[config.mk]
export PLATFORM = sky130hd
export DESIGN_NAME = drpc_ctrl
export DESIGN_NICKNAME = d
export VERILOG_FILES = /design/src/drpc_pkg.sv /design/src/drpc_cmd_decode.sv /design/src/drpc_timer.sv /design/src/drpc_ctrl.sv
export VERILOG_INCLUDE_DIRS = /design/src
export SDC_FILE = /design/constraint.sdc
export NUM_CORES = 1
export LEC_CHECK = 0
export BUFFER_PORTS_ARGS = -buffer_cell sky130_fd_sc_hd__buf_2
export CAP_MARGIN = 20
export CORE_UTILIZATION = 51
export CTS_CLUSTER_SIZE = 28
export DETAILED_ROUTE_END_ITERATION = 7
export PLACE_DENSITY = 0.72
export SYNTH_ARGS = -nofsm -noshare
export SYNTH_HDL_FRONTEND = slang
export SYNTH_SLANG_ARGS = --single-unit
[constraint.sdc]
create_clock -name clk_i -period 2.8 [get_ports clk_i]
set_clock_uncertainty 0.2 [all_clocks]
set_input_delay 0.56 -clock clk_i [delete_from_list [all_inputs] [get_ports clk_i]]
set_output_delay 0.56 -clock clk_i [all_outputs]
set_load 0.005 [all_outputs]
[src/drpc_consts.svh]
// Constants for the reset, calibration and power-down control block.
// Summary of operation
// - Mode-register reset in idle restores defaults and enters auto-initialization.
// - Array is marked invalid by a mode-register reset and valid again once it completes.
// - Four calibrations started by writes to register 0Ah, each with own duration.
// - Reference tied to supply: ignore calibration commands, keep default impedance.
// - After calibration completes, the reference pin circuitry is switched off.
// - Enable low with select high enters power-down; no-operation follows.
// - Power-down is idle with all banks idle, active with any row open.
// - Power-down disables buffers except clock and enable; enable low for minimum time.
// - No refresh in power-down; controller limits its duration.
// - Enable low, select low, bits 0,1 high, bit 2 low enters deep sleep.
// - Deep sleep loses array contents and disables buffers and internal power.
// - Select and command bits 0 to 3 low recognise a mode-register write.
// - No-operation is select high, or select low with bits 0 to 2 high.
`ifndef DRPC_CONSTS_SVH
`define DRPC_CONSTS_SVH

// ==========================================================
// Mode register addresses and calibration codes
// ==========================================================
`define DRPC_MA_RESET        8'h3f
`define DRPC_MA_CAL          8'h0a
`define DRPC_OP_CAL_INIT     8'hff
`define DRPC_OP_CAL_LONG     8'hab
`define DRPC_OP_CAL_SHORT    8'h56
`define DRPC_OP_CAL_DEFAULT  8'hc3
`define DRPC_MR_DEFAULT      8'h00

// ==========================================================
// Timing figures in nanoseconds and derived cycle counts
// ==========================================================
`define DRPC_CLK_NS          8
`define DRPC_T_INIT_NS       1000000
`define DRPC_T_SETTLE_NS     1000
`define DRPC_T_CAL_INIT_NS   1000000
`define DRPC_T_CAL_LONG_NS   360
`define DRPC_T_CAL_SHORT_NS  90
`define DRPC_T_CAL_RST_NS    50
`define DRPC_T_MRW_CYC       5
`define DRPC_CYC_UP(ns)      (((ns) + `DRPC_CLK_NS - 1) / `DRPC_CLK_NS)

`endif

[src/drpc_pkg.sv]
// Types shared by the reset, calibration and power-down control block.
`default_nettype none
package drpc_pkg;
	typedef enum logic [2:0]
	{
		DRPC_IDLE     = 3'b000,
		DRPC_ACTIVE   = 3'b001,
		DRPC_RESETTING = 3'b010,
		DRPC_PD_IDLE  = 3'b011,
		DRPC_PD_ACT   = 3'b100,
		DRPC_DEEP     = 3'b101
	} drpc_state_t;

	typedef enum logic [2:0]
	{
		DRPC_CMD_NOP    = 3'b000,
		DRPC_CMD_MRW    = 3'b001,
		DRPC_CMD_ACT    = 3'b010,
		DRPC_CMD_PRE    = 3'b011,
		DRPC_CMD_OTHER  = 3'b100
	} drpc_cmd_t;
endpackage : drpc_pkg
`default_nettype wire

[src/drpc_cmd_decode.sv]
// Command decoder for the first edge of a command.
`default_nettype none
module drpc_cmd_decode
(
	// Command pins
	input  wire logic            cs_n_i,
	input  wire logic [3:0]      ca_i,
	// Decoded class
	output drpc_pkg::drpc_cmd_t  cmd_o
);
	always_comb
	begin
		if (cs_n_i || ca_i[2:0] == 3'b111)
			cmd_o = drpc_pkg::DRPC_CMD_NOP;
		else if (ca_i == 4'h0)
			cmd_o = drpc_pkg::DRPC_CMD_MRW;
		else if (ca_i[1:0] == 2'b10)
			cmd_o = drpc_pkg::DRPC_CMD_ACT;
		else if (ca_i[2:0] == 3'b011 && ca_i[3])
			cmd_o = drpc_pkg::DRPC_CMD_PRE;
		else
			cmd_o = drpc_pkg::DRPC_CMD_OTHER;
	end
endmodule : drpc_cmd_decode
`default_nettype wire

[src/drpc_timer.sv]
// Down counter that marks a busy period of a loaded length.
`default_nettype none
module drpc_timer
#(
	parameter int W = 20
)
(
	// Clock and reset
	input  wire logic         clk_i,
	input  wire logic         sys_rst_i,
	// Load and status
	input  wire logic         load_i,
	input  wire logic [W-1:0] count_i,
	output logic              busy_o,
	output logic              done_o
);
	logic [W-1:0] cnt_q;
	logic [W-1:0] cnt_d;
	logic         done_d;
	logic         done_q;

	always_comb
	begin
		cnt_d  = cnt_q;
		done_d = 1'b0;
		if (load_i)
			cnt_d = count_i;
		else if (cnt_q != '0)
		begin
			cnt_d  = cnt_q - 1'b1;
			done_d = (cnt_q == {{(W-1){1'b0}}, 1'b1});
		end
	end

	always_ff @(posedge clk_i)
	begin
		if (sys_rst_i)
		begin
			cnt_q  <= '0;
			done_q <= 1'b0;
		end
		else
		begin
			cnt_q  <= cnt_d;
			done_q <= done_d;
		end
	end

	assign busy_o = (cnt_q != '0);
	assign done_o = done_q;
endmodule : drpc_timer
`default_nettype wire

[src/drpc_ctrl.sv]
// Device-side reset, impedance calibration and power-down control.
`include "drpc_consts.svh"
`default_nettype none
module drpc_ctrl
#(
	parameter int TW          = 20,
	parameter int INIT_CYC    = `DRPC_CYC_UP(`DRPC_T_INIT_NS),
	parameter int CAL_INIT_CYC = `DRPC_CYC_UP(`DRPC_T_CAL_INIT_NS)
)
(
	// Clock and reset
	input  wire logic       clk_i,
	input  wire logic       sys_rst_i,
	// Command pins, rising edge then falling edge halves
	input  wire logic       cke_i,
	input  wire logic       cs_n_i,
	input  wire logic [9:0] ca_rise_i,
	input  wire logic [9:0] ca_fall_i,
	// Reference pin strap, high when tied to the command supply
	input  wire logic       ref_tied_i,
	// Status
	output logic            busy_o,
	output logic            in_power_down_o,
	output logic            active_power_down_o,
	output logic            in_deep_sleep_o,
	output logic            buffers_on_o,
	output logic            core_power_on_o,
	output logic            array_valid_o,
	output logic            cal_ref_on_o,
	output logic            cal_default_o,
	output logic [7:0]      cal_reg_o,
	output logic            mr_reset_o
);
	// ==========================================================
	// Decode
	// ==========================================================
	drpc_pkg::drpc_cmd_t cmd;
	drpc_pkg::drpc_state_t st_q;
	drpc_pkg::drpc_state_t st_d;
	logic       cke_prev_q;
	logic [7:0] ma;
	logic [7:0] op;
	logic       mode_reg_write_cmd;
	logic       deep_entry;
	logic       pd_entry;

	drpc_cmd_decode u_dec
	(
		.cs_n_i (cs_n_i),
		.ca_i   (ca_rise_i[3:0]),
		.cmd_o  (cmd)
	);

	assign ma = {ca_fall_i[1:0], ca_rise_i[9:4]};
	assign op = ca_fall_i[9:2];
	assign mode_reg_write_cmd = cke_prev_q && cke_i && cmd == drpc_pkg::DRPC_CMD_MRW;
	assign pd_entry = cke_prev_q && !cke_i && cs_n_i;
	assign deep_entry = cke_prev_q && !cke_i && !cs_n_i
		&& ca_rise_i[2:0] == 3'b011;

	// ==========================================================
	// Timers for reset initialization and calibration
	// ==========================================================
	logic          init_load;
	logic          cal_load;
	logic [TW-1:0] cal_len;
	logic          init_busy;
	logic          init_done;
	logic          cal_busy;
	logic          cal_done;

	drpc_timer #(.W(TW)) u_init
	(
		.clk_i     (clk_i),
		.sys_rst_i (sys_rst_i),
		.load_i    (init_load),
		.count_i   (TW'(INIT_CYC)),
		.busy_o    (init_busy),
		.done_o    (init_done)
	);

	drpc_timer #(.W(TW)) u_cal
	(
		.clk_i     (clk_i),
		.sys_rst_i (sys_rst_i),
		.load_i    (cal_load),
		.count_i   (cal_len),
		.busy_o    (cal_busy),
		.done_o    (cal_done)
	);

	// ==========================================================
	// Calibration start
	// ==========================================================
	logic cal_cmd;
	logic cal_known;

	assign cal_cmd = mode_reg_write_cmd && ma == `DRPC_MA_CAL && st_q == drpc_pkg::DRPC_IDLE;

	always_comb
	begin
		cal_known = 1'b1;
		unique case (op)
			`DRPC_OP_CAL_INIT:    cal_len = TW'(CAL_INIT_CYC);
			`DRPC_OP_CAL_LONG:    cal_len = TW'(`DRPC_CYC_UP(`DRPC_T_CAL_LONG_NS));
			`DRPC_OP_CAL_SHORT:   cal_len = TW'(`DRPC_CYC_UP(`DRPC_T_CAL_SHORT_NS));
			`DRPC_OP_CAL_DEFAULT: cal_len = TW'(`DRPC_CYC_UP(`DRPC_T_CAL_RST_NS));
			default:
			begin
				cal_len   = '0;
				cal_known = 1'b0;
			end
		endcase
	end

	// A tied reference pin turns every calibration request into a no-op.
	assign cal_load = cal_cmd && cal_known && !ref_tied_i && !cal_busy;

	// ==========================================================
	// Main state and output registers
	// ==========================================================
	logic [7:0] cal_reg_q;
	logic [7:0] cal_reg_d;
	logic       cal_def_q;
	logic       cal_def_d;
	logic       cal_ref_q;
	logic       cal_ref_d;
	logic       arr_q;
	logic       arr_d;
	logic       mr_rst_q;
	logic       mr_rst_d;
	logic [3:0] mrw_cnt_q;
	logic [3:0] mrw_cnt_d;

	always_comb
	begin
		st_d      = st_q;
		cal_reg_d = cal_reg_q;
		cal_def_d = cal_def_q;
		cal_ref_d = cal_ref_q;
		arr_d     = arr_q;
		mr_rst_d  = 1'b0;
		mrw_cnt_d = (mrw_cnt_q != 4'h0) ? mrw_cnt_q - 4'h1 : 4'h0;
		init_load = 1'b0;
		// A calibration accepted as the previous one ends must keep the reference on.
		if (cal_done)
			cal_ref_d = 1'b0;
		if (cal_load)
		begin
			cal_reg_d = op;
			cal_ref_d = 1'b1;
			cal_def_d = (op == `DRPC_OP_CAL_DEFAULT);
		end
		if (ref_tied_i)
			cal_def_d = 1'b1;
		if (mode_reg_write_cmd)
			mrw_cnt_d = 4'(`DRPC_T_MRW_CYC);
		unique case (st_q)
			drpc_pkg::DRPC_IDLE,
			drpc_pkg::DRPC_ACTIVE:
			begin
				if (st_q == drpc_pkg::DRPC_IDLE && cmd == drpc_pkg::DRPC_CMD_ACT
					&& cke_i)
					st_d = drpc_pkg::DRPC_ACTIVE;
				if (st_q == drpc_pkg::DRPC_ACTIVE && cmd == drpc_pkg::DRPC_CMD_PRE
					&& cke_i && ca_rise_i[4])
					st_d = drpc_pkg::DRPC_IDLE;
				if (mode_reg_write_cmd && ma == `DRPC_MA_RESET && st_q == drpc_pkg::DRPC_IDLE)
				begin
					st_d      = drpc_pkg::DRPC_RESETTING;
					cal_reg_d = `DRPC_MR_DEFAULT;
					cal_def_d = 1'b1;
					arr_d     = 1'b0;
					mr_rst_d  = 1'b1;
					init_load = 1'b1;
				end
				else if (deep_entry)
				begin
					st_d  = drpc_pkg::DRPC_DEEP;
					arr_d = 1'b0;
				end
				else if (pd_entry)
					st_d = (st_q == drpc_pkg::DRPC_IDLE) ? drpc_pkg::DRPC_PD_IDLE
						: drpc_pkg::DRPC_PD_ACT;
			end
			drpc_pkg::DRPC_RESETTING:
			begin
				if (init_done)
					st_d = drpc_pkg::DRPC_IDLE;
			end
			drpc_pkg::DRPC_PD_IDLE:
			begin
				if (cke_i)
					st_d = drpc_pkg::DRPC_IDLE;
			end
			drpc_pkg::DRPC_PD_ACT:
			begin
				if (cke_i)
					st_d = drpc_pkg::DRPC_ACTIVE;
			end
			drpc_pkg::DRPC_DEEP:
			begin
				// Waking needs full re-initialisation, which the reset timer models.
				if (cke_i)
				begin
					st_d      = drpc_pkg::DRPC_RESETTING;
					cal_reg_d = `DRPC_MR_DEFAULT;
					cal_def_d = 1'b1;
					init_load = 1'b1;
				end
			end
			default:
				st_d = drpc_pkg::DRPC_IDLE;
		endcase
		if (init_done)
			arr_d = 1'b1;
	end

	logic in_pd;
	logic in_deep;

	assign in_pd   = st_d == drpc_pkg::DRPC_PD_IDLE || st_d == drpc_pkg::DRPC_PD_ACT;
	assign in_deep = st_d == drpc_pkg::DRPC_DEEP;

	always_ff @(posedge clk_i)
	begin
		if (sys_rst_i)
		begin
			st_q                <= drpc_pkg::DRPC_IDLE;
			cke_prev_q          <= 1'b0;
			cal_reg_q           <= `DRPC_MR_DEFAULT;
			cal_def_q           <= 1'b1;
			cal_ref_q           <= 1'b0;
			arr_q               <= 1'b0;
			mr_rst_q            <= 1'b0;
			mrw_cnt_q           <= 4'h0;
			busy_o              <= 1'b0;
			in_power_down_o     <= 1'b0;
			active_power_down_o <= 1'b0;
			in_deep_sleep_o     <= 1'b0;
			buffers_on_o        <= 1'b1;
			core_power_on_o     <= 1'b1;
		end
		else
		begin
			st_q                <= st_d;
			cke_prev_q          <= cke_i;
			cal_reg_q           <= cal_reg_d;
			cal_def_q           <= cal_def_d;
			cal_ref_q           <= cal_ref_d;
			arr_q               <= arr_d;
			mr_rst_q            <= mr_rst_d;
			mrw_cnt_q           <= mrw_cnt_d;
			busy_o              <= init_busy || init_load || cal_busy || cal_load
				|| mrw_cnt_d != 4'h0;
			in_power_down_o     <= in_pd;
			active_power_down_o <= st_d == drpc_pkg::DRPC_PD_ACT;
			in_deep_sleep_o     <= in_deep;
			buffers_on_o        <= !in_pd && !in_deep;
			core_power_on_o     <= !in_deep;
		end
	end

	assign array_valid_o = arr_q;
	assign cal_ref_on_o  = cal_ref_q;
	assign cal_default_o = cal_def_q;
	assign cal_reg_o     = cal_reg_q;
	assign mr_reset_o    = mr_rst_q;
endmodule : drpc_ctrl
`default_nettype wire

Yosys cells after proc, flatten, opt, wreduce, memory -nomap -nowiden
Cells that the tools add are included.

Bits in registers: 68. Bits in latches: 0. Memory bits (writable): 0. Memory bits (read-only): 0. Input bits: 25. Output and inout port bits: 18. Memories kept: 0.

Add/subtract/negate cells: 3. Multipliers: 0. Divide/modulo/power cells: 0. $lt $le $gt $ge: 0. Equality and inequality tests: 22. Shift operators: 0. Multiplexer cells: 41. Bitwise operators: 3. Reduce and logical (&&, ||, !) cells: 50.

Operators by type and width (count): $pmux W17 S4 (1); $mux W3 (14); $eq A20 B1 Y1 const B (2); $mux W20 (2); $reduce_bool A20 Y1 (2); $sub A20 B1 Y20 const B (2); $mux W17 (2); $eq A8 B8 Y1 const B (3); $mux W8 (3); $logic_and A1 B1 Y1 (20); $eq A3 B2 Y1 const B (6); $pmux W8 S2 (1); $eq A3 B3 Y1 const B (5); $pmux W3 S5 (1); $mux W1 (13); $eq A8 B4 Y1 const B (1); $eq A8 B6 Y1 const B (1); $eq A8 B7 Y1 const B (1); $mux W4 (2); $reduce_bool A2 Y1 (4); $reduce_bool A4 Y1 (2); $eq A3 B1 Y1 const B (2); $logic_not A1 Y1 (6); $logic_or A1 B1 Y1 (6); 11 further kinds (17).

Depth between registers and ports, before layout
Gate-level depths: netlist of the first run.

Word-level depth: 19. Gate-level depth with buffers: 8. Gate-level depth less buffers: 7.

Modules after synthesis
A second synthesis of the first run with hierarchy kept.

Cells, all modules: 423. Area total of the unflattened synthesis: 3648.5 sq um.

Modules (own cells, without submodules): drpc_ctrl (times used 1, cells an instance 159, area an instance 1302.5 sq um); drpc_timer at u_init (times used 1, cells an instance 127, area an instance 1158.6 sq um); drpc_timer at u_cal (times used 1, cells an instance 128, area an instance 1128.6 sq um); drpc_cmd_decode (times used 1, cells an instance 9, area an instance 58.8 sq um).

Worst setup path after synthesis of the first run
Ideal clock, no wire load.

Path kind: input to register. From: in ca_fall_i[5]. To: reg cal_def_q, in the netlist cal_default_o. Arrival: 2.423 ns. Required time: 2.480 ns. Slack: 0.057 ns. Stages: 7. Buffers on the path: 1. Cell sequence: or4_1 -> a21o_1 -> a2111oi_4 -> and2_1 -> buf_6 -> nand2_4 -> a211o_1.

Longest elaborated chain between the ends: 10.

RTL lines: start, declared (line drpc_ctrl.sv:18) `input wire logic [9:0] ca_fall_i,`; $eq A8 B8 Y1 / $eq A8 B7 Y1 (equally long branches) (line drpc_ctrl.sv:103) `unique case (op)`; $reduce_or A4 Y1 (no line); $mux W1 (line drpc_ctrl.sv:103); $logic_and A1 B1 Y1 (3 in a row) (line drpc_ctrl.sv:117) `assign cal_load = cal_cmd && cal_known && !ref_tied_i && !cal_busy;`; $mux W1 * (line drpc_ctrl.sv:148) `if (cal_load)`; $mux W1 * (line drpc_ctrl.sv:154) `if (ref_tied_i)`; $mux W1, on equally long branches (line drpc_ctrl.sv:204, drpc_ctrl.sv:168); $pmux W1 S2 * (line drpc_ctrl.sv:158) `unique case (st_q)`; end signal, assigned (line drpc_ctrl.sv:249) `cal_def_q <= cal_def_d;`; end, declared (line drpc_ctrl.sv:124) `logic cal_def_q;`.

Mark *: on every way between the ends. The rest lies on a longest branch, timed or not. A chain may end at the register's enable or synchronous reset.

Final worst setup path of the first run
From: in ca_fall_i[5]. To: reg u_cal.cnt_q[11].

Longest elaborated chain between the ends: 7.

RTL lines: $eq A8 B8 Y1 / $eq A8 B7 Y1 (equally long branches) (line drpc_ctrl.sv:103); $reduce_or A4 Y1 (no line); $mux W1 (line drpc_ctrl.sv:103); $logic_and A1 B1 Y1 (3 in a row) (line drpc_ctrl.sv:117); $mux W20 / $reduce_bool A2 Y1 (equally long branches); end signal, assigned (line drpc_timer.sv:44) `cnt_q <= cnt_d;`; end, declared (line drpc_timer.sv:17) `logic [W-1:0] cnt_q;`.

Several ways; a longest one is shown, not always the timed one.

==> results.toml, run 1 <==
[place]
pre_cts_slack_ps = -95.3
gp_routability_congestion = 0.843
port_buffers = 42
dp_hpwl_um = 5210
place_area_mm2 = 0.00359

[critical_path]
timing.critical_path.from = "ca_fall_i[5]"
cp_cell_sequence = "buf_2 -> or4_1 -> a21o_1 -> a2111oi_4 -> buf_4 -> a21oi_1 -> or2_2 -> a21oi_1"
slowest_stage = "or4_1"
arrival_ps = 2620
r2r_setup_slack_ps = 270
timing.critical_path.mode_cell = "a21oi_1"
r2r_cells = 6
r2r-start = "u_init.cnt_q[2]$_SDFFE_PP0P_"
required_ps = 2880
path_max_fanout = 4
cp_slowest_stage_delay_ps = 540
worst-setup-path-type = "in2reg"
r2r_end = "u_init.cnt_q[16]$_SDFFE_PP0P_"
start_kind = "input pin"
cp-end-kind = "register"

[synthesis]
synth_cell_type_count = 51
ys_async_sr_fraction = 0
synth_commonest_cells = "68 x dfxtp_1, 45 x nor2_1, 35 x a21oi_1"
synth.avg_cell_area_um2 = 8.44
yosys_warnings = 0
ys_ff_latch = 68
yosysMostFrequentCell = "dfxtp_1"
syn_area_mm2 = 0.00320
syn_inst = 379
synth_area_leaders = "dfxtp_1 43%, a21oi_1 5.5%, nor2_1 5.3%"
synthFlopType = "dfxtp_1"
synth_nets = 409
synth_edf_count = 0
synth.largest_area_cell = "dfxtp_1"
ys_seq_area_frac = 0.425
yosys.area.top_type_share = 0.425

[timing]
timing.fmax_mhz = 394
rsz0062_at_grt = "false"
setup_viol = 0
slew_headroom = 0.657
fin_crit_sh = 0.906
period_needed_ps = 2540
finalMaxSlewViolations = 0
final_hold_viol_count = 0
fin_ws_ps = 262
worst_pin_slew_ps = 507

[routing]
first_pass_iters = 6
post_drt_wl_per_cell_um = 13.7
drt-initial-drc-count = 118
route.vias.total = 2903
ant_nets = 0
routed_wl_um = 7070
avgViaCountPerCell = 5.62
drc = 0

[clock_network]
numCtsBuffers = 9
htree_num_levels = 3
cts-root-buf = "clkbuf_8"
clockBufferDepth = 2
post_cts_buffers = 0
clock_latency_ps = 340
cts_resized = 0
clk_pin_slew_worst_paths_ps = 70
cts_sinks = 68
cts_tree = "built"
cts_hold_buf = 0

[floorplanning]
die_w_um = 81.2
ioPinCount = 43
core_area_mm2 = 0.00599
floorplan.die_area_mm2 = 0.00659
initial_core_util = 0.534
die_h_um = 81.2
rows = 28

[pwr]
power.leakage_uw = 0.00154
ir_drop_v = 0.000741
cellPowerDensity_mw_per_mm2 = 1090

[layout]
nets = 467
fill_cells = 544
stdcell_area_mm2 = 0.00380
area_delta_synth_final_pct = 18.7
layout-drive-gt1-share = 0.195
antenna_cells = 0

[grt]
grt_pass1_vias = 2700
grt_overflow_total = 0
grt_pass1_wl_um = 11900
grt_usage = 0.236
grt_max_degree = 31
antenna_found_initial = 0

[run_status]
status = "complete, no violations"

[min_path]
hp-start = "ref_tied_i"
holdPathEnd = "cal_default_o$_SDFF_PP1_"
hold_depth = 2
hp-class = "in2reg"

[run]
drv_cap = 0
-- state kept, by name (all words and copies together) (netlist names), 3 cells and up --
name,count
u_init.cnt_q,20
u_cal.cnt_q,20
st_q,3
mrw_cnt_q,4
cal_reg_o,8
-- per-stage QoR --
step | setup TNS [ps] | util | power [uW] | hold slack, ps | std cells
4_1_cts | 0 | 0.634 | 4160 | 241 | 517
3_3_place_gp | -555 | 0.600 | 3250 | 243 | 501
2_1_floorplan | 0 | - | 2850 | 236 | 379
5_1_grt | 0 | 0.634 | 4490 | 248 | 517
3_5_place_dp | -877 | 0.600 | 3310 | 245 | 501
6_report | 0 | 0.634 | 4130 | 250 | 517
-- layout by cell type, fill, tap and decap left out, types with 3 or more instances in the layout --
cell      instances
or3_1             8
dfxtp_1          68
buf_2            42
nand3b_1          4
o31ai_1           3
mux2i_1           3
a211oi_1          6
xnor2_1          14
and2_1            4
nor4_1            9
buf_4            17
nor3_1           24
a31oi_1           4
nor2_1           45
and3_1            4
nand3_1           9
nand2b_1          8
or2_2             3
nand2_1          34
nor4b_1           3
a21oi_1          35
xor2_1           12
ha_1              5
inv_1            10
o21ai_0          11
nor2b_1           4
clkbuf_8         11
nand4_1           5
-- power breakdown --
part | total (uW) | switching, uW | internal [uW]
Sequential | 1480 | 256 | 1230
Clock | 829 | 372 | 457
Combinational | 1820 | 988 | 831
Total | 4130 | 1620 | 2520
-- layer usage --
layer,global-route usage,wire length [um],vias to the layer above,part of all wire
met5,0,0,-,0
met4,0.134,131,0,0.019
met3,0.0528,287,14,0.041
met2,0.389,3350,57,0.47
met1,0.282,3300,1359,0.47
li1,-,-,1473,-
-- logic make-up after synthesis --
family          share of synthesized area
flops                               0.426
simple gates                        0.306
fa+ha+maj                          0.0196
xor+xnor                           0.0712
compound gates                      0.139
buf+inv                            0.0297
mux                               0.00939
-- how the worst max path moves through the flow --
stage	to	slack, ps
2_1_floorplan	cal_default_o$_SDFF_PP1_	60
3_3_place_gp	u_cal.cnt_q[11]$_SDFFE_PP0P_	-80
3_5_place_dp	u_cal.cnt_q[13]$_SDFFE_PP0P_	-100
4_1_cts	u_init.cnt_q[16]$_SDFFE_PP0P_	270
5_1_grt	u_cal.cnt_q[11]$_SDFFE_PP0P_	120
6_report	u_cal.cnt_q[11]$_SDFFE_PP0P_	260
-- worst max-delay path: cells and delay by family --
kind | cells | cell delay [ps]
AOI/OAI and AO/OA | 4 | 900
buffers and inverters | 2 | 310
and+or+nand+nor | 2 | 840
-- cell type report --
cell class | instances | area (um^2) | share of cell area
clock buffers | 12 | 155 | 0.0409
clock inverters | 4 | 47.5 | 0.0125
inverters | 10 | 37.5 | 0.00989
multi-input cells | 288 | 1740 | 0.459
flip-flops and latches | 68 | 1360 | 0.359
well taps | 75 | 93.8 | 0.0247
repair buffers | 60 | 358 | 0.0943
Note: power is estimated with default switching activity, not from simulation.
==> inputs of run 2 (changes only) <==
--- a/config.mk
+++ b/config.mk
@@ -8,7 +8,9 @@
 export LEC_CHECK = 0
 export BUFFER_PORTS_ARGS = -buffer_cell sky130_fd_sc_hd__buf_2
 export CAP_MARGIN = 20
-export CORE_UTILIZATION = 51
+export CELL_PAD_IN_SITES_DETAIL_PLACEMENT = 1
+export CELL_PAD_IN_SITES_GLOBAL_PLACEMENT = 2
+export CORE_UTILIZATION = 31
 export CTS_CLUSTER_SIZE = 28
 export DETAILED_ROUTE_END_ITERATION = 7
 export PLACE_DENSITY = 0.72
==> run 2 against run 1 <==
- worst setup slack better by 25 ps
- via count down 0.69%
- combinational power is 4% higher
- critical path depth fell by 3
- non-clock buffer count is 4 higher
- clock power rose by 22%
- global-route usage down 6.7 points
- die area up 63%
- register-to-register slack better by 20 ps
- final area rose by 3.9%
==> results.toml, run 2 (synthesis results as in run 1) <==
[clock_network]
clock_latency_ps = 340
cts_tree = "built"
cts_sinks = 68
htree_num_levels = 3
cts_resized = 0
cts_hold_buf = 0
cts-root-buf = "clkbuf_8"
clockBufferDepth = 2
clk_pin_slew_worst_paths_ps = 80
post_cts_buffers = 0
numCtsBuffers = 9

[routing]
route.vias.total = 2883
routed_wl_um = 8550
ant_nets = 0
avgViaCountPerCell = 4.98
drt-initial-drc-count = 66
post_drt_wl_per_cell_um = 14.8
drc = 0
first_pass_iters = 4

[timing]
fin_ws_ps = 287
period_needed_ps = 2510
fin_tns_setup_ps = 0
worst_pin_slew_ps = 644
rsz0062_at_grt = "false"
finalMaxSlewViolations = 0
final_hold_viol_count = 0
whs_ps = 255
slew_headroom = 0.565
setup_viol = 0
fin_crit_sh = 0.898
timing.fmax_mhz = 398

[critical_path]
required_ps = 2810
path_max_fanout = 6
r2r_setup_slack_ps = 290
cp-end-kind = "register"
cp_slowest_stage_delay_ps = 580
arrival_ps = 2520
worst-setup-path-type = "reg2reg"
start_kind = "register"
cp_cell_sequence = "or4_4 -> or4b_4 -> or4_4 -> a21oi_1 -> a21oi_1"
slowest_stage = "or4_4"

[grt]
grt_pass1_vias = 3072
antenna_found_initial = 0
grt_overflow_total = 0
grt_max_degree = 25
grt_usage = 0.169
grt_pass1_wl_um = 14700

[floorplanning]
floorplan.die_area_mm2 = 0.0107
die_h_um = 104
ioPinCount = 43
rows = 36
initial_core_util = 0.323
die_w_um = 104
core_area_mm2 = 0.00991

[pwr]
power.leakage_uw = 0.00158
cellPowerDensity_mw_per_mm2 = 1110
switching_share = 0.383
netSwitchingPower_uw = 1680
p_clk_frac = 0.230
intPower_uw = 2710
ir_drop_v = 0.000441
p_comb_frac = 0.431
finalPower_uw = 4400
seqPwrFrac = 0.339

[layout]
layout_common_cells = "68 x dfxtp_1, 45 x nor2_1, 42 x buf_2"
antenna_cells = 0
stdcell_area_mm2 = 0.00395
nets = 471
area_delta_synth_final_pct = 23.3
layout-drive-gt1-share = 0.204
final_common_cell = "dfxtp_1"

[place]
gp_routability_congestion = 0.736
dp_hpwl_um = 6390
place_area_mm2 = 0.00370
port_buffers = 42
pre_cts_slack_ps = -12.4

[run_status]
status = "complete, no violations"

[min_path]
hp-class = "reg2reg"

[run]
drv_cap = 0
## run 2: power groups by stage
stage / clock (uW) / sequential [uW] / combinational (uW)
after floorplan: 0 / 1440 / 1410
after global placement: 0 / 1500 / 1880
after detailed placement: 0 / 1510 / 1910
after CTS: 1050 / 1490 / 1920
after global routing: 1090 / 1530 / 2180
final: 1010 / 1490 / 1900
## run 2: worst paths after layout
| check | depth (start not counted) | endpoint | startpoint |
|---|---|---|---|
| max | 5 | u_init.cnt_q[16]$_SDFFE_PP0P_ | u_init.cnt_q[2]$_SDFFE_PP0P_ |
| min | 2 | cal_reg_o[3]$_SDFF_PP0_ | cal_reg_o[3]$_SDFF_PP0_ |
| max reg2reg | 5 | u_init.cnt_q[16]$_SDFFE_PP0P_ | u_init.cnt_q[2]$_SDFFE_PP0P_ |
| min reg2reg | 2 | cal_reg_o[3]$_SDFF_PP0_ | cal_reg_o[3]$_SDFF_PP0_ |
## run 2: critical path, delay by kind of cell, from the launching register on
family | cells | cell delay, ps
DFF | 1 | 360
and+or+nand+nor | 3 | 1590
AOI/OAI and AO/OA | 2 | 230
## run 2: area by class of cell
cell class	count	area (um^2)
clock buffers	10	138
clock inverters	6	111
fillers	1239	5960
inverters	10	37.5
multi-input cells	288	1740
flip-flops and latches	68	1360
well taps	133	166
repair buffers	64	388
## run 2: metal layers
| metal | global-route usage | vias up | wire (um) |
|---|---|---|---|
| li1 | - | 1473 | - |
| met1 | 0.217 | 1356 | 4250 |
| met2 | 0.283 | 47 | 3950 |
| met3 | 0.0378 | 7 | 276 |
| met4 | 0.0476 | 0 | 77 |
| met5 | 0 | - | 0 |
## run 2: stage by stage
step,utilization,std cells
floorplan,-,379
global placement,0.373,563
detailed placement,0.373,563
CTS,0.398,579
global route,0.398,579
finish,0.398,579
==> inputs of run 3 (changes only) <==
--- a/config.mk
+++ b/config.mk
@@ -7,11 +7,11 @@
 export NUM_CORES = 1
 export LEC_CHECK = 0
 export BUFFER_PORTS_ARGS = -buffer_cell sky130_fd_sc_hd__buf_2
-export CAP_MARGIN = 20
+export CAP_MARGIN = 25
 export CELL_PAD_IN_SITES_DETAIL_PLACEMENT = 1
 export CELL_PAD_IN_SITES_GLOBAL_PLACEMENT = 2
 export CORE_UTILIZATION = 31
-export CTS_CLUSTER_SIZE = 28
+export CTS_CLUSTER_SIZE = 8
 export DETAILED_ROUTE_END_ITERATION = 7
 export PLACE_DENSITY = 0.72
 export SYNTH_ARGS = -nofsm -noshare
==> constraint.sdc (replaced) <==
create_clock -name clk_i -period 2.1 [get_ports clk_i]
set_clock_uncertainty 0.2 [all_clocks]
set_input_delay 0.42 -clock clk_i [delete_from_list [all_inputs] [get_ports clk_i]]
set_output_delay 0.42 -clock clk_i [all_outputs]
set_load 0.005 [all_outputs]
==> run 3 against run 2 <==
- the flow now finishes with violations (negative setup slack)
- critical path type unchanged
- combinational power rose by 120%
- critical endpoint is now u_init.cnt_q[15]$_SDFFE_PP0P_
- core utilization rose by 9.7 points
- global-route usage rose by 1.6 points
- sequential share of layout area fell by 6.7 points
- critical path depth rose by 2
- via count rose by 12%
- total power rose by 64%
- sequential power rose by 33%
- clock-buffer cell count rose by 2
- worst setup slack got worse by 600 ps
==> results.toml, run 3 (synthesis results as in run 1) <==
[routing]
route.vias.total = 3226
avgViaCountPerCell = 4.93
ant_nets = 0
drc = 0
post_drt_wl_per_cell_um = 15.1
first_pass_iters = 4
drt-initial-drc-count = 70
routed_wl_um = 9850

[floorplanning]
ioPinCount = 43
die_w_um = 104
rows = 36
initial_core_util = 0.323
core_area_mm2 = 0.00991
die_h_um = 104
floorplan.die_area_mm2 = 0.0107

[critical_path]
cp_slowest_stage_delay_ps = 530
slowest_stage = "or4_4"
start_kind = "register"
crit_buf_inv = 1
timing.critical_path.from = "u_init.cnt_q[5]$_SDFFE_PP0P_"
worst-setup-path-type = "reg2reg"
cp_cell_sequence = "or4_4 -> buf_4 -> nor3_4 -> o211ai_1 -> or3_1 -> xor2_1 -> a21oi_1"
arrival_ps = 2490
required_ps = 2180
path_max_fanout = 5
r2r-start = "u_init.cnt_q[5]$_SDFFE_PP0P_"
cp-end-kind = "register"
crit_family = "simple AND/OR/NAND/NOR gates"

[pwr]
seqPwrFrac = 0.275
netSwitchingPower_uw = 2820
power.leakage_uw = 0.00206
switching_share = 0.392
cellPowerDensity_mw_per_mm2 = 1470
p_clk_frac = 0.153
ir_drop_v = 0.000900
intPower_uw = 4380
p_comb_frac = 0.573

[place]
gp_routability_congestion = 0.816
dp_hpwl_um = 6920
place_area_mm2 = 0.00420
pre_cts_slack_ps = -546
port_buffers = 42

[min_path]
hp-class = "in2reg"
hp-start = "ref_tied_i"

[timing]
final_hold_viol_count = 0
fin_tns_setup_ps = -3820
period_needed_ps = 2410
rsz0062_at_grt = "true"
fin_ws_ps = -308
timing.fmax_mhz = 415
setup_viol = 35
slew_headroom = 0.660
finalMaxSlewViolations = 0
whs_ps = 71.4
fin_crit_sh = 1.15
worst_pin_slew_ps = 508

[layout]
final_common_cell = "buf_4"
nets = 548
layout-drive-gt1-share = 0.430
antenna_cells = 0
fill_cells = 1185
layout_common_cells = "90 x buf_4, 65 x dfxtp_1, 43 x nor2_1"
stdcell_area_mm2 = 0.00490
area_delta_synth_final_pct = 53.3

[run_status]
violations = "negative setup slack"
status = "finished with violations"

[grt]
grt_max_degree = 38
grt_overflow_total = 0
grt_usage = 0.185
grt_pass1_wl_um = 16200
grt_pass1_vias = 3573
antenna_found_initial = 0

[clock_network]
cts_hold_buf = 0
cts_sinks = 68
htree_num_levels = 3
cts_tree = "built"
clk_pin_slew_worst_paths_ps = 70
cts-root-buf = "clkbuf_8"
clock_latency_ps = 350
clockBufferDepth = 2
numCtsBuffers = 9

[run]
drv_cap = 0
## run 3: changes by cell type in the layout (fill, tap and decap cells not counted), moves of 5 or more
cell     delta
a21oi_1    -13
a21oi_2    +12
buf_4      +69
buf_6       +7
nand2_1     -5
nor3_1      -9
nor3_4      +5
nor4_1      -5
## run 3: power groups by stage
stage / registers [uW] / logic (uW) / clock network (uW)
CTS: 1940 / 3800 / 1140
global route: 2030 / 4540 / 1170
finish: 1980 / 4130 / 1100
global placement: 1920 / 3350 / 0
floorplan: 1930 / 1960 / 0
detailed placement: 1940 / 3430 / 0
## run 3: worst paths after layout
check,cells after the start,endpoint,slack (ps)
setup reg to reg,7,u_init.cnt_q[15]$_SDFFE_PP0P_,-310
setup / recovery,7,u_init.cnt_q[15]$_SDFFE_PP0P_,-310
hold reg to reg,2,cal_reg_o[3]$_SDFF_PP0_,270
hold / removal,2,cal_default_o$_SDFF_PP1_,70
## run 3: final cells by class
| type | instances | area, um^2 | share of cell area |
|---|---|---|---|
| Clock buffer | 12 | 155 | 0.0316 |
| Clock inverter | 2 | 35.0 | 0.00714 |
| Inverter | 10 | 37.5 | 0.00765 |
| Multi-Input combinational cell | 288 | 2120 | 0.431 |
| Sequential cell | 68 | 1370 | 0.278 |
| Tap cell | 133 | 166 | 0.0339 |
| Timing Repair Buffer | 141 | 1030 | 0.210 |
## run 3: through the flow
step | std cells | total power [uW] | utilization
after floorplan | 379 | 3880 | -
after global placement | 623 | 5280 | 0.423
after detailed placement | 623 | 5380 | 0.423
after CTS | 644 | 6880 | 0.467
after global routing | 654 | 7740 | 0.495
final | 654 | 7200 | 0.495
## run 3: worst reg2reg max path, stage by stage (launching register included)
cell	delay [ps]
dfxtp_2	320
or4_4	530
buf_4	170
nor3_4	170
o211ai_1	260
or3_1	400
xor2_1	150
a21oi_1	130
## run 3: per-layer routing
layer / wire (um) / share of wire / global-route usage
met5: 0 / 0 / 0
met2: 5220 / 0.53 / 0.339
met4: 149 / 0.015 / 0.0694
met3: 179 / 0.018 / 0.0371
met1: 4300 / 0.44 / 0.210
## run 3: timing repair
action,CTS,global route
endpoints found under the setup margin,40,50
pin swaps,31,23
resized for setup,45,39
hold endpoints to repair,0,0
buffers inserted,9,9
cloned,1,1
